===== config.mk =====
export PLATFORM = sky130hd
export DESIGN_NAME = icv_unit
export DESIGN_NICKNAME = d
export VERILOG_FILES = /design/src/hdl/icv_pkg.sv /design/src/hdl/icv_unit.sv
export SDC_FILE = /design/constraint.sdc
export NUM_CORES = 1
export LEC_CHECK = 0
export ABC_AREA = 1
export BUFFER_PORTS_ARGS = -buffer_cell sky130_fd_sc_hd__clkbuf_2
export CAP_MARGIN = 0
export CORE_ASPECT_RATIO = 1.1
export CORE_UTILIZATION = 60
export CTS_CLUSTER_SIZE = 40
export DETAILED_ROUTE_END_ITERATION = 8
export GPL_ROUTABILITY_DRIVEN = 1
export PLACE_DENSITY = 0.85
export SLEW_MARGIN = 0
export SYNTH_ARGS = -nofsm -noshare
export SYNTH_HDL_FRONTEND = slang
export SYNTH_SLANG_ARGS = --single-unit

===== constraint.sdc =====
create_clock -name ref_clk -period 53.2 [get_ports ref_clk]
set_input_delay 5.32 -clock ref_clk [delete_from_list [all_inputs] [get_ports ref_clk]]
set_output_delay 5.32 -clock ref_clk [all_outputs]
set_load 0.02 [all_outputs]

===== src/hdl/icv_pkg.sv =====
/*
  icv_pkg: constants, types and vector map for the interrupt classify/vector unit.
  Assumes a 20-bit address space and a 32-entry maskable request set.
*/
package icv_pkg;

    // =========================================================
    // widths and counts
    localparam int ICV_ADDR_W = 20;
    localparam int ICV_NUM_SRC = 32;
    localparam logic [5:0] ICV_SW_FIRST_KEEP_U = 6'h20;
    localparam logic [31:0] ICV_VEC_BLANK = 32'hFFFF_FFFF;

    // =========================================================
    // fixed vector addresses
    localparam logic [19:0] ICV_VEC_UNDEF = 20'hF_FFDC;
    localparam logic [19:0] ICV_VEC_OVF = 20'hF_FFE0;
    localparam logic [19:0] ICV_VEC_BRK = 20'hF_FFE4;
    localparam logic [19:0] ICV_VEC_AMATCH = 20'hF_FFE8;
    localparam logic [19:0] ICV_VEC_STEP = 20'hF_FFEC;
    localparam logic [19:0] ICV_VEC_WDT = 20'hF_FFF0;
    localparam logic [19:0] ICV_VEC_DBG = 20'hF_FFF4;
    localparam logic [19:0] ICV_VEC_RESET = 20'hF_FFFC;

    // =========================================================
    // relocatable table: 256 bytes, 4 bytes per entry
    localparam int ICV_TABLE_BYTES = 256;
    localparam int ICV_ENTRY_BYTES = 4;

    // =========================================================
    // maskable source numbers
    localparam logic [4:0] ICV_NUM_KEY = 5'h0D;
    localparam logic [4:0] ICV_NUM_ADC = 5'h0E;
    localparam logic [4:0] ICV_NUM_S0_TX = 5'h11;
    localparam logic [4:0] ICV_NUM_S0_RX = 5'h12;
    localparam logic [4:0] ICV_NUM_S1_TX = 5'h13;
    localparam logic [4:0] ICV_NUM_S1_RX = 5'h14;
    localparam logic [4:0] ICV_NUM_TA0 = 5'h15;
    localparam logic [4:0] ICV_NUM_TX0 = 5'h16;
    localparam logic [4:0] ICV_NUM_TX1 = 5'h17;
    localparam logic [4:0] ICV_NUM_TX2 = 5'h18;
    localparam logic [4:0] ICV_NUM_TB0 = 5'h1A;
    localparam logic [4:0] ICV_NUM_TB1 = 5'h1B;
    localparam logic [4:0] ICV_NUM_EXT0 = 5'h1D;
    localparam logic [4:0] ICV_NUM_EXT1 = 5'h1E;

    // =========================================================
    // priority levels loaded on acceptance of watchdog and reset, and the per-source level loaded at reset
    localparam logic [2:0] ICV_IPL_WDT = 3'h7;
    localparam logic [2:0] ICV_IPL_RESET = 3'h0;
    localparam logic [2:0] ICV_LEVEL_RESET = 3'h0;

    // =========================================================
    // types
    typedef enum logic [3:0] {
        ICV_KIND_RESET, ICV_KIND_WDT, ICV_KIND_DBG, ICV_KIND_UNDEF, ICV_KIND_OVF,
        ICV_KIND_BRK, ICV_KIND_SWINT, ICV_KIND_STEP, ICV_KIND_AMATCH, ICV_KIND_MASKABLE
    } icv_kind_t;

    typedef struct packed {
        logic [2:0] processor_priority_level;
        logic u;
        logic i;
        logic d;
    } icv_flags_t;

    localparam icv_flags_t ICV_FLAGS_RESET = '{processor_priority_level: 3'h0, u: 1'b0, i: 1'b0, d: 1'b0};

    typedef struct packed {
        logic adc;
        logic s0_tx;
        logic s0_rx;
        logic s1_tx;
        logic s1_rx;
        logic tmr_a0;
        logic [2:0] tmr_x;
        logic [1:0] tmr_b;
    } icv_periph_evt_t;

    typedef struct packed {
        logic valid;
        icv_kind_t kind;
        logic [5:0] num;
        logic [2:0] level;
        logic [19:0] vector;
    } icv_offer_t;

endpackage : icv_pkg


===== src/hdl/icv_unit.sv =====
/*
  icv_unit: interrupt classification, maskable gating, vector selection and
  stack-select handling in front of the cpu core.
  Assumes cpu-side strobes are single-cycle pulses on ref_clk; pins are asynchronous.
*/
module icv_unit
(
    // clock and reset
    input wire logic ref_clk,
    input wire logic rst_n,
    // external pins, asynchronous
    input wire logic reset_pin_n,
    input wire logic key_input_pin_n,
    input wire logic ext_pin_irq_0,
    input wire logic ext_pin_irq_1,
    input wire logic [1:0] ext_edge_rising,
    // peripheral, watchdog and debugger event pulses
    input wire icv_pkg::icv_periph_evt_t periph_evt,
    input wire logic watchdog_evt,
    input wire logic debugger_break_irq,
    // cpu instruction events
    input wire logic instr_done,
    input wire logic undefined_opcode_instr,
    input wire logic ovf_trap_instr,
    input wire logic overflow_flag,
    input wire logic break_instr,
    input wire logic [31:0] break_vector_word,
    input wire logic sw_int_instr,
    input wire logic [5:0] sw_int_num,
    input wire logic return_instr,
    // instruction fetch and address match setup
    input wire logic fetch_valid,
    input wire logic fetch_first_byte,
    input wire logic [19:0] fetch_addr,
    input wire logic match_enable,
    input wire logic [19:0] match_addr,
    // vector table base
    input wire logic [19:0] vector_table_base,
    // flag register access
    input wire logic flag_wr,
    input wire icv_pkg::icv_flags_t flag_wdata,
    output icv_pkg::icv_flags_t processor_flag_register,
    // per-source control access
    input wire logic ctl_wr,
    input wire logic [4:0] ctl_num,
    input wire logic [2:0] ctl_level,
    input wire logic ctl_req,
    output logic [31:0] request_bits,
    // offer to the cpu
    output logic irq_valid,
    input wire logic irq_ack,
    output icv_pkg::icv_kind_t irq_kind,
    output logic [5:0] irq_num,
    output logic [2:0] irq_level,
    output logic [19:0] irq_vector
);
    import icv_pkg::*;

    // =========================================================
    // state
    typedef struct packed {
        logic [3:0] sync1;
        logic [3:0] sync2;
        logic [1:0] ext_prev;
        logic pend_reset;
        logic pend_wdt;
        logic pend_dbg;
        logic pend_undef;
        logic pend_ovf;
        logic pend_brk;
        logic pend_sw;
        logic [5:0] sw_num;
        logic pend_step;
        logic pend_amatch;
        logic [31:0] req;
        logic [31:0][2:0] level;
        icv_flags_t flags;
        icv_flags_t saved;
        icv_offer_t offer;
    } icv_state_t;

    icv_state_t s;
    icv_state_t next_s;

    // =========================================================
    // helpers
    function automatic logic [19:0] icv_reloc_vec(input logic [19:0] base, input logic [5:0] num);
        icv_reloc_vec = base + {12'h000, num, 2'b00};
    endfunction : icv_reloc_vec

    function automatic logic [5:0] icv_pick(input logic [31:0] req, input logic [31:0][2:0] lvl,
                                            input logic [2:0] processor_priority_level);
        logic found;
        logic [2:0] best;
        logic [4:0] bn;
        found = 1'b0;
        best = 3'h0;
        bn = 5'h00;
        // descending scan with >= leaves the lowest number on a tie
        for (int k = ICV_NUM_SRC - 1; k >= 0; k--)
        begin
            if (req[k] && (lvl[k] > processor_priority_level) && (!found || lvl[k] >= best))
            begin
                found = 1'b1;
                best = lvl[k];
                bn = k[4:0];
            end
        end
        icv_pick = {found, bn};
    endfunction : icv_pick

    // =========================================================
    // next state
    always_comb
    begin
        logic [31:0] set_req;
        logic [5:0] pick;
        logic take;
        icv_offer_t cand;
        next_s = s;
        set_req = 32'h0000_0000;
        pick = 6'h00;
        take = irq_ack && s.offer.valid;
        cand = s.offer;

        // pin synchronisers: reset, key, ext0, ext1
        next_s.sync1 = {ext_pin_irq_1, ext_pin_irq_0, key_input_pin_n, reset_pin_n};
        next_s.sync2 = s.sync1;
        next_s.ext_prev = s.sync2[3:2];

        // peripheral request sources
        set_req[ICV_NUM_KEY] = !s.sync2[1];
        set_req[ICV_NUM_ADC] = periph_evt.adc;
        set_req[ICV_NUM_S0_TX] = periph_evt.s0_tx;
        set_req[ICV_NUM_S0_RX] = periph_evt.s0_rx;
        set_req[ICV_NUM_S1_TX] = periph_evt.s1_tx;
        set_req[ICV_NUM_S1_RX] = periph_evt.s1_rx;
        set_req[ICV_NUM_TA0] = periph_evt.tmr_a0;
        set_req[ICV_NUM_TX0] = periph_evt.tmr_x[0];
        set_req[ICV_NUM_TX1] = periph_evt.tmr_x[1];
        set_req[ICV_NUM_TX2] = periph_evt.tmr_x[2];
        set_req[ICV_NUM_TB0] = periph_evt.tmr_b[0];
        set_req[ICV_NUM_TB1] = periph_evt.tmr_b[1];
        set_req[ICV_NUM_EXT0] = ext_edge_rising[0] ? (s.sync2[2] && !s.ext_prev[0])
                                                   : (!s.sync2[2] && s.ext_prev[0]);
        set_req[ICV_NUM_EXT1] = ext_edge_rising[1] ? (s.sync2[3] && !s.ext_prev[1])
                                                   : (!s.sync2[3] && s.ext_prev[1]);

        // software access to control and flags
        if (ctl_wr)
        begin
            next_s.level[ctl_num] = ctl_level;
            if (!ctl_req)
                next_s.req[ctl_num] = 1'b0;
        end
        if (flag_wr)
            next_s.flags = flag_wdata;
        if (return_instr)
            next_s.flags = s.saved;

        // acceptance side effects
        if (take)
        begin
            next_s.saved = s.flags;
            // acceptance wins over a same-cycle flag write or return
            next_s.flags = s.flags;
            next_s.flags.i = 1'b0;
            next_s.flags.d = 1'b0;
            if (!(s.offer.kind == ICV_KIND_SWINT && s.offer.num >= ICV_SW_FIRST_KEEP_U))
                next_s.flags.u = 1'b0;
            unique case (s.offer.kind)
                ICV_KIND_RESET:
                begin
                    next_s.pend_reset = 1'b0;
                    next_s.flags.processor_priority_level = ICV_IPL_RESET;
                end
                ICV_KIND_WDT:
                begin
                    next_s.pend_wdt = 1'b0;
                    next_s.flags.processor_priority_level = ICV_IPL_WDT;
                end
                ICV_KIND_DBG: next_s.pend_dbg = 1'b0;
                ICV_KIND_UNDEF: next_s.pend_undef = 1'b0;
                ICV_KIND_OVF: next_s.pend_ovf = 1'b0;
                ICV_KIND_BRK: next_s.pend_brk = 1'b0;
                ICV_KIND_SWINT: next_s.pend_sw = 1'b0;
                ICV_KIND_STEP: next_s.pend_step = 1'b0;
                ICV_KIND_AMATCH: next_s.pend_amatch = 1'b0;
                ICV_KIND_MASKABLE:
                begin
                    next_s.req[s.offer.num[4:0]] = 1'b0;
                    next_s.flags.processor_priority_level = s.offer.level;
                end
            endcase
        end

        // new events after the clears, so a set in the same cycle wins
        next_s.req = next_s.req | set_req;
        if (!s.sync2[0])
            next_s.pend_reset = 1'b1;
        if (watchdog_evt)
            next_s.pend_wdt = 1'b1;
        if (debugger_break_irq)
            next_s.pend_dbg = 1'b1;
        if (undefined_opcode_instr)
            next_s.pend_undef = 1'b1;
        if (ovf_trap_instr && overflow_flag)
            next_s.pend_ovf = 1'b1;
        if (break_instr)
            next_s.pend_brk = 1'b1;
        if (sw_int_instr)
        begin
            next_s.pend_sw = 1'b1;
            next_s.sw_num = sw_int_num;
        end
        if (instr_done && s.flags.d)
            next_s.pend_step = 1'b1;
        if (match_enable && fetch_valid && fetch_first_byte && fetch_addr == match_addr)
            next_s.pend_amatch = 1'b1;

        // offer selection: special and software kinds bypass the gate
        pick = icv_pick(s.req, s.level, s.flags.processor_priority_level);
        cand = '{valid: 1'b1, kind: ICV_KIND_RESET, num: 6'h00, level: 3'h0, vector: ICV_VEC_RESET};
        if (s.pend_reset)
            cand.kind = ICV_KIND_RESET;
        else if (s.pend_wdt)
        begin
            cand.kind = ICV_KIND_WDT;
            cand.vector = ICV_VEC_WDT;
        end
        else if (s.pend_dbg)
        begin
            cand.kind = ICV_KIND_DBG;
            cand.vector = ICV_VEC_DBG;
        end
        else if (s.pend_undef)
        begin
            cand.kind = ICV_KIND_UNDEF;
            cand.vector = ICV_VEC_UNDEF;
        end
        else if (s.pend_ovf)
        begin
            cand.kind = ICV_KIND_OVF;
            cand.vector = ICV_VEC_OVF;
        end
        else if (s.pend_brk)
        begin
            cand.kind = ICV_KIND_BRK;
            cand.vector = (break_vector_word == ICV_VEC_BLANK) ? icv_reloc_vec(vector_table_base, 6'h00)
                                                             : ICV_VEC_BRK;
        end
        else if (s.pend_sw)
        begin
            cand.kind = ICV_KIND_SWINT;
            cand.num = s.sw_num;
            cand.vector = icv_reloc_vec(vector_table_base, s.sw_num);
        end
        else if (s.pend_step)
        begin
            cand.kind = ICV_KIND_STEP;
            cand.vector = ICV_VEC_STEP;
        end
        else if (s.pend_amatch)
        begin
            cand.kind = ICV_KIND_AMATCH;
            cand.vector = ICV_VEC_AMATCH;
        end
        else
        begin
            cand.kind = ICV_KIND_MASKABLE;
            cand.valid = s.flags.i && pick[5];
            cand.num = {1'b0, pick[4:0]};
            cand.level = s.level[pick[4:0]];
            cand.vector = icv_reloc_vec(vector_table_base, {1'b0, pick[4:0]});
        end
        // withdrawn for one cycle after an ack so the taken source is not re-offered
        if (take)
            next_s.offer.valid = 1'b0;
        else
            next_s.offer = cand;

        if (!rst_n)
        begin
            next_s = '0;
            next_s.sync1 = 4'hF;
            next_s.sync2 = 4'hF;
            next_s.ext_prev = 2'h3;
            next_s.level = {ICV_NUM_SRC{ICV_LEVEL_RESET}};
            next_s.flags = ICV_FLAGS_RESET;
            next_s.saved = ICV_FLAGS_RESET;
            next_s.offer.kind = ICV_KIND_RESET;
        end
    end

    always_ff @(posedge ref_clk)
    begin
        s <= next_s;
    end

    // =========================================================
    // outputs
    assign processor_flag_register = s.flags;
    assign request_bits = s.req;
    assign irq_valid = s.offer.valid;
    assign irq_kind = s.offer.kind;
    assign irq_num = s.offer.num;
    assign irq_level = s.offer.level;
    assign irq_vector = s.offer.vector;

endmodule : icv_unit


* Yosys cells after proc, flatten, opt, wreduce, memory -nomap -nowiden
Cells that the tools add are included.
** Operators by class
- Reduce and logical (&&, ||, !) cells :: 175
- Bitwise operators :: 6
- Add/sub/neg operators :: 2
- Multiplexer cells :: 170
- Order comparisons :: 69
- Equality and inequality tests :: 15
** Operator list (count)
- 2-to-1 mux 20 bit :: 9
- 2-to-1 mux 5 bit :: 32
- 2-to-1 mux 128 bit :: 1
- 2-to-1 mux 3 bit :: 34
- bitwise mux 96 bit :: 1
- greater-than comparator 3 bit :: 32
- greater-or-equal comparator 3 bit :: 31
- logical AND 1 bit :: 77
- AND 32 bit :: 2
- 2-to-1 mux 1 bit :: 64
- 2-to-1 mux 32 bit :: 2
- NOT 32 bit :: 2
- 2-to-1 mux 9 bit :: 6
- logical NOT 1 bit :: 36
- 2-to-1 mux 34 bit :: 1
- nonzero test 2 bit :: 17
- == test 32 bit, second input constant :: 1
- bitwise OR 32 x 31 -> 32 bit :: 1
- logical OR 1 bit :: 31
- 2-to-1 mux 29 bit :: 1
- 2-to-1 mux 4 bit :: 7
- AND reduction 2 bit :: 11
- adder 20 x 7 -> 20 bit :: 1
- adder 20 x 8 -> 20 bit :: 1
- 24 further kinds :: 36
** Word-level totals
- Output and inout bits :: 72
- Flip-flop bits (word level) :: 199
- Input bits :: 147

* Depth between registers and ports, before layout
- Word-level depth :: 138
- Depth in mapped cells :: 325

* Worst setup path before layout
OpenSTA, ideal clock, no wires.
- Path type :: register to register
- From :: register s, in the netlist processor_flag_register[3]
- To :: register s, in the netlist irq_vector[15]
- Stages on the path, launching flop included :: 309
- Required time :: 53.064 ns
- Setup time :: 0.136 ns
- Path buffers :: 1
- Arrival time :: 31.776 ns
- Path slack :: 21.288 ns
- Clock period less this slack :: 31.912 ns
- Cell sequence :: dfxtp_1 ha_1 nand3_1 nand2_2 nor2_2 nand2_1 ha_1 and3_1 nor2_1 nand2_1 nand2_1 inv_1 o21ai_0 inv_1 ha_1 and3_2 nor2_2 nand2_2 [273 not listed] nand2_1 a21oi_1 nand2_2 nand2_2 nand2_4 nor3_4 buf_6 ha_1 a21oi_1 inv_1 a31oi_1 o21ai_0 nand3_1 nor2_1 inv_1 nor2_1 o311ai_0 a31oi_1
** Between the ends
- Cells in the longest elaborated chain, start to end :: 137
- Elaborated cells between the ends (all ways) :: 292
** RTL lines
- from (decl) :: RTL line icv_unit.sv:82 : icv_state_t s;
- from (signal assigned) :: RTL line icv_unit.sv:297 : s <= next_s;
- greater-than comparator 3 bit :: RTL line icv_unit.sv:102 : if (req[k] && (lvl[k] > processor_priority_level) && (!found || lvl[k] >= best))
- logical AND 1 bit :: RTL line icv_unit.sv:102
- 2-to-1 mux 3 bit or 2-to-1 mux 1 bit (tied branches) :: RTL line icv_unit.sv:102
- greater-or-equal comparator 3 bit or logical NOT 1 bit (tied branches) :: RTL line icv_unit.sv:102
- logical OR 1 bit :: RTL line icv_unit.sv:102
- logical AND 1 bit :: RTL line icv_unit.sv:102
- 2-to-1 mux 3 bit or 2-to-1 mux 1 bit (tied branches) :: RTL line icv_unit.sv:102
- greater-or-equal comparator 3 bit or logical NOT 1 bit (tied branches) :: RTL line icv_unit.sv:102
- [121 not listed]
- 2-to-1 mux 20 bit * :: RTL line icv_unit.sv:258 : else if (s.pend_step)
- 2-to-1 mux 20 bit * :: RTL line icv_unit.sv:252 : else if (s.pend_sw)
- 2-to-1 mux 20 bit * :: RTL line icv_unit.sv:246 : else if (s.pend_brk)
- 2-to-1 mux 20 bit * :: RTL line icv_unit.sv:241 : else if (s.pend_ovf)
- 2-to-1 mux 20 bit * :: RTL line icv_unit.sv:236 : else if (s.pend_undef)
- 2-to-1 mux 20 bit * :: RTL line icv_unit.sv:231 : else if (s.pend_dbg)
- 2-to-1 mux 20 bit * :: RTL line icv_unit.sv:226 : else if (s.pend_wdt)
- 2-to-1 mux 29 bit * :: RTL line icv_unit.sv:224 : if (s.pend_reset)
Every way passes the cells marked *; elsewhere a longest branch is shown, timed or not.
A chain may end at the register's enable or synchronous reset.

* Final worst setup path
- From :: register s, in the netlist processor_flag_register[5]
- To :: register s, in the netlist irq_vector[15]
The elaborated chain is that of the path after synthesis.

==> flow_metrics.tcl <==
set metrics [dict create \
    outcome "finished clean" \
    postSynthCellCount 2506 \
    cap_violations 0 \
    crit_end "irq_vector[15]" \
    crit_required_ns 53.52 \
    syn_area_sq_mm 0.0170 \
    synth_most_common_cell "nand2_1" \
    max_slew.worst_pin.slew_ns 1.12 \
    rsz0062_at_grt "no" \
    antenna_found_initial 1 \
    r2r_cells 312 \
    hpwl_um 38400 \
    crit_family "simple AND/OR/NAND/NOR gates" \
    yosys-top-cells-area "dfxtp_1 (23%), ha_1 (13%), nand2_1 (8.1%)" \
    rows 64 \
    placed_cell_area_sq_mm 0.0176 \
    wire_per_inst_um 17.9 \
    async_reset_ff_frac 0 \
    yosys-top-cells-count "nand2_1 (368), inv_1 (292), o21ai_0 (260)" \
    cts_buffers 17 \
    cp_slowest_cell "nand2_2" \
    cts_tree "done" \
    ys.flop_type "dfxtp_1" \
    syn-num-nets 2831 \
    clk_pin_slew_worst_paths_ns 0.08 \
    viasPerCell 6.07 \
    htreeDepth 4 \
    clock_power_share 0.234 \
    num_vias 18100 \
    design_area_sq_mm 0.0182 \
    fin_nets 2932 \
    areaGrowthSynthToFinish_pct 7.19 \
    critPathArrivalTime_ns 38.37 \
    cp_common_cell "nand2_1" \
    reg2reg_to "irq_vector[15]" \
    yosys.area.top_type_share 0.234 \
    switching_power_mw 0.272 \
    rr_startpoint "processor_flag_register[5]" \
    wl_met3_um 5660 \
    cp_max_fo 47 \
    cp-startpoint "processor_flag_register[5]" \
    hold_path.class "flop to flop" \
    drt-met1-wl_um 19800 \
    cts_setup_buffers 0 \
    synth-edff-count 0 \
    slew-limit-headroom 0.253 \
    cts_resized 0 \
    switching_share 0.454 \
    ys_seq_area_frac 0.234 \
    cp_num_cells 312 \
    cts.sinks 199 \
    grt.total_usage 0.365 \
    worst_setup_path_start_kind "flop" \
    fin_crit_sh 0.715 \
    yosys.area.top_type "dfxtp_1" \
    leakage_nw 8.54 \
    whs_path_depth 1 \
    die_y_um 179 \
    postLayoutCoreUtil 0.654 \
    gp_congestion 0.967 \
    core_area_sq_mm 0.0279 \
    critPathMaxStageDelay_ns 0.81 \
    yosysWarnings 0 \
    finClkSkew_ns 0.0126 \
    grt_pass1_wl_um 83800 \
    ys_ff_latch 199 \
    r2r_slack_ns 15.15 \
    dp_slack_ns 16.21 \
    wl_met2_um 24600 \
    p_seq_frac 0.267 \
    grt_pass1_vias 17000 \
    fin_tns_setup_ns 0 \
    clk_latency_ns 0.46 \
    post-route-min-period_ns 38.05 \
    io-pin-count 219 \
    top_layer "met4" \
    pwr-share-comb 0.499 \
    drtIter0Drc 1571 \
    postSynthAreaPerCell_sq_um 6.79 \
    grt_overflow 0 \
    root_buffer "clkbuf_16" \
    critPathBufInv 54 \
    postRouteWirelength_um 53400 \
    first_pass_iters 8 \
    detail-route-antenna-nets 0 \
    timing.fmax_ghz 0.0263 \
    holdBufCountCts 0 \
    power_density_mw_per_mm2 32.9 \
    hold_viol 0 \
    yosysUniqueCellTypes 59 \
    drc 0 \
    grt_max_degree 86 \
    portBuffers 218 \
    clockBufferDepth 2 \
    holdWs_ns 0.415 \
    dieArea_sq_mm 0.0290 \
    peakVddDrop_mv 0.0228 \
    maxSlewViolCount 0 \
    cellInternalPower_mw 0.328 \
    drive_gt1_frac 0.177 \
    finalWorstSetupSlack_ns 15.15 \
    start_util 0.610 \
    die_x_um 163 \
    cp-end-kind "flop" \
    setup-violations-final 0 \
    crit_type "flop to flop" \
]
## power by group through the flow
stage | clock [mW] | combinational [mW] | sequential (mW)
after floorplan | 0 | 0.244 | 0.162
after global placement | 0 | 0.280 | 0.163
after detailed placement | 0 | 0.290 | 0.163
after CTS | 0.140 | 0.294 | 0.160
after global routing | 0.146 | 0.332 | 0.161
final | 0.141 | 0.299 | 0.160
## kinds of logic after synthesis
| family | share of synthesized area |
|---|---|
| AOI/OAI and AO/OA | 0.187 |
| xor gates and xnor gates | 0.0144 |
| adders and majority gates | 0.132 |
| buffers and inverters | 0.131 |
| DFF | 0.234 |
| and+or+nand+nor | 0.301 |
## stage by stage
step | cells | total power [mW]
2_1_floorplan | 2506 | 0.406
3_3_place_gp | 2951 | 0.443
3_5_place_dp | 2951 | 0.454
4_1_cts | 2983 | 0.593
5_1_grt | 2983 | 0.639
6_report | 2984 | 0.600
## how the worst min path moves through the flow
stage / startpoint / to
floorplan: s[192] / request_bits[13]
global placement: s[192] / request_bits[13]
detailed placement: s[191] / s[188]
CTS: s[192] / request_bits[13]
global route: s[197] / s[193]
finish: s[192] / request_bits[13]
## cell type report
class / instances / area [sq um]
timing repair buffer: 226 / 1150
inverter: 324 / 1220
antenna: 1 / 2.50
tap: 363 / 454
clock inverter: 14 / 185
sequential: 199 / 3980
multi-input combinational: 1839 / 10800
fill: 2427 / 9640
clock buffer: 18 / 429
## cells in the final DEF, fill, tap and decap left out, types with 4 or more instances in the layout
cell,instances
nand2_1,368
inv_1,291
o21ai_0,260
nor2_1,242
nand3_1,230
clkbuf_2,217
dfxtp_1,199
a21oi_1,180
ha_1,176
nand2_2,90
inv_2,28
nand2_4,24
nand3_2,24
nor3_1,23
o221ai_1,20
a31oi_1,19
a211oi_1,17
a2111oi_0,17
xor2_1,17
clkbuf_16,17
a311oi_1,16
or2_2,15
nand4_1,15
xnor2_1,11
buf_4,9
nor2_2,8
nand3b_1,8
o211ai_1,6
o22ai_1,5
nor4_1,5
o21ai_1,4
a41oi_1,4
o311ai_0,4
inv_8,4
## metal layers
layer | global-route usage | up-vias
met5 | 0 | -
met1 | 0.414 | 8234
met4 | 0.228 | 0
met2 | 0.614 | 1038
met3 | 0.0897 | 235
li1 | - | 8594
Note: power is estimated with default switching activity, not from simulation.
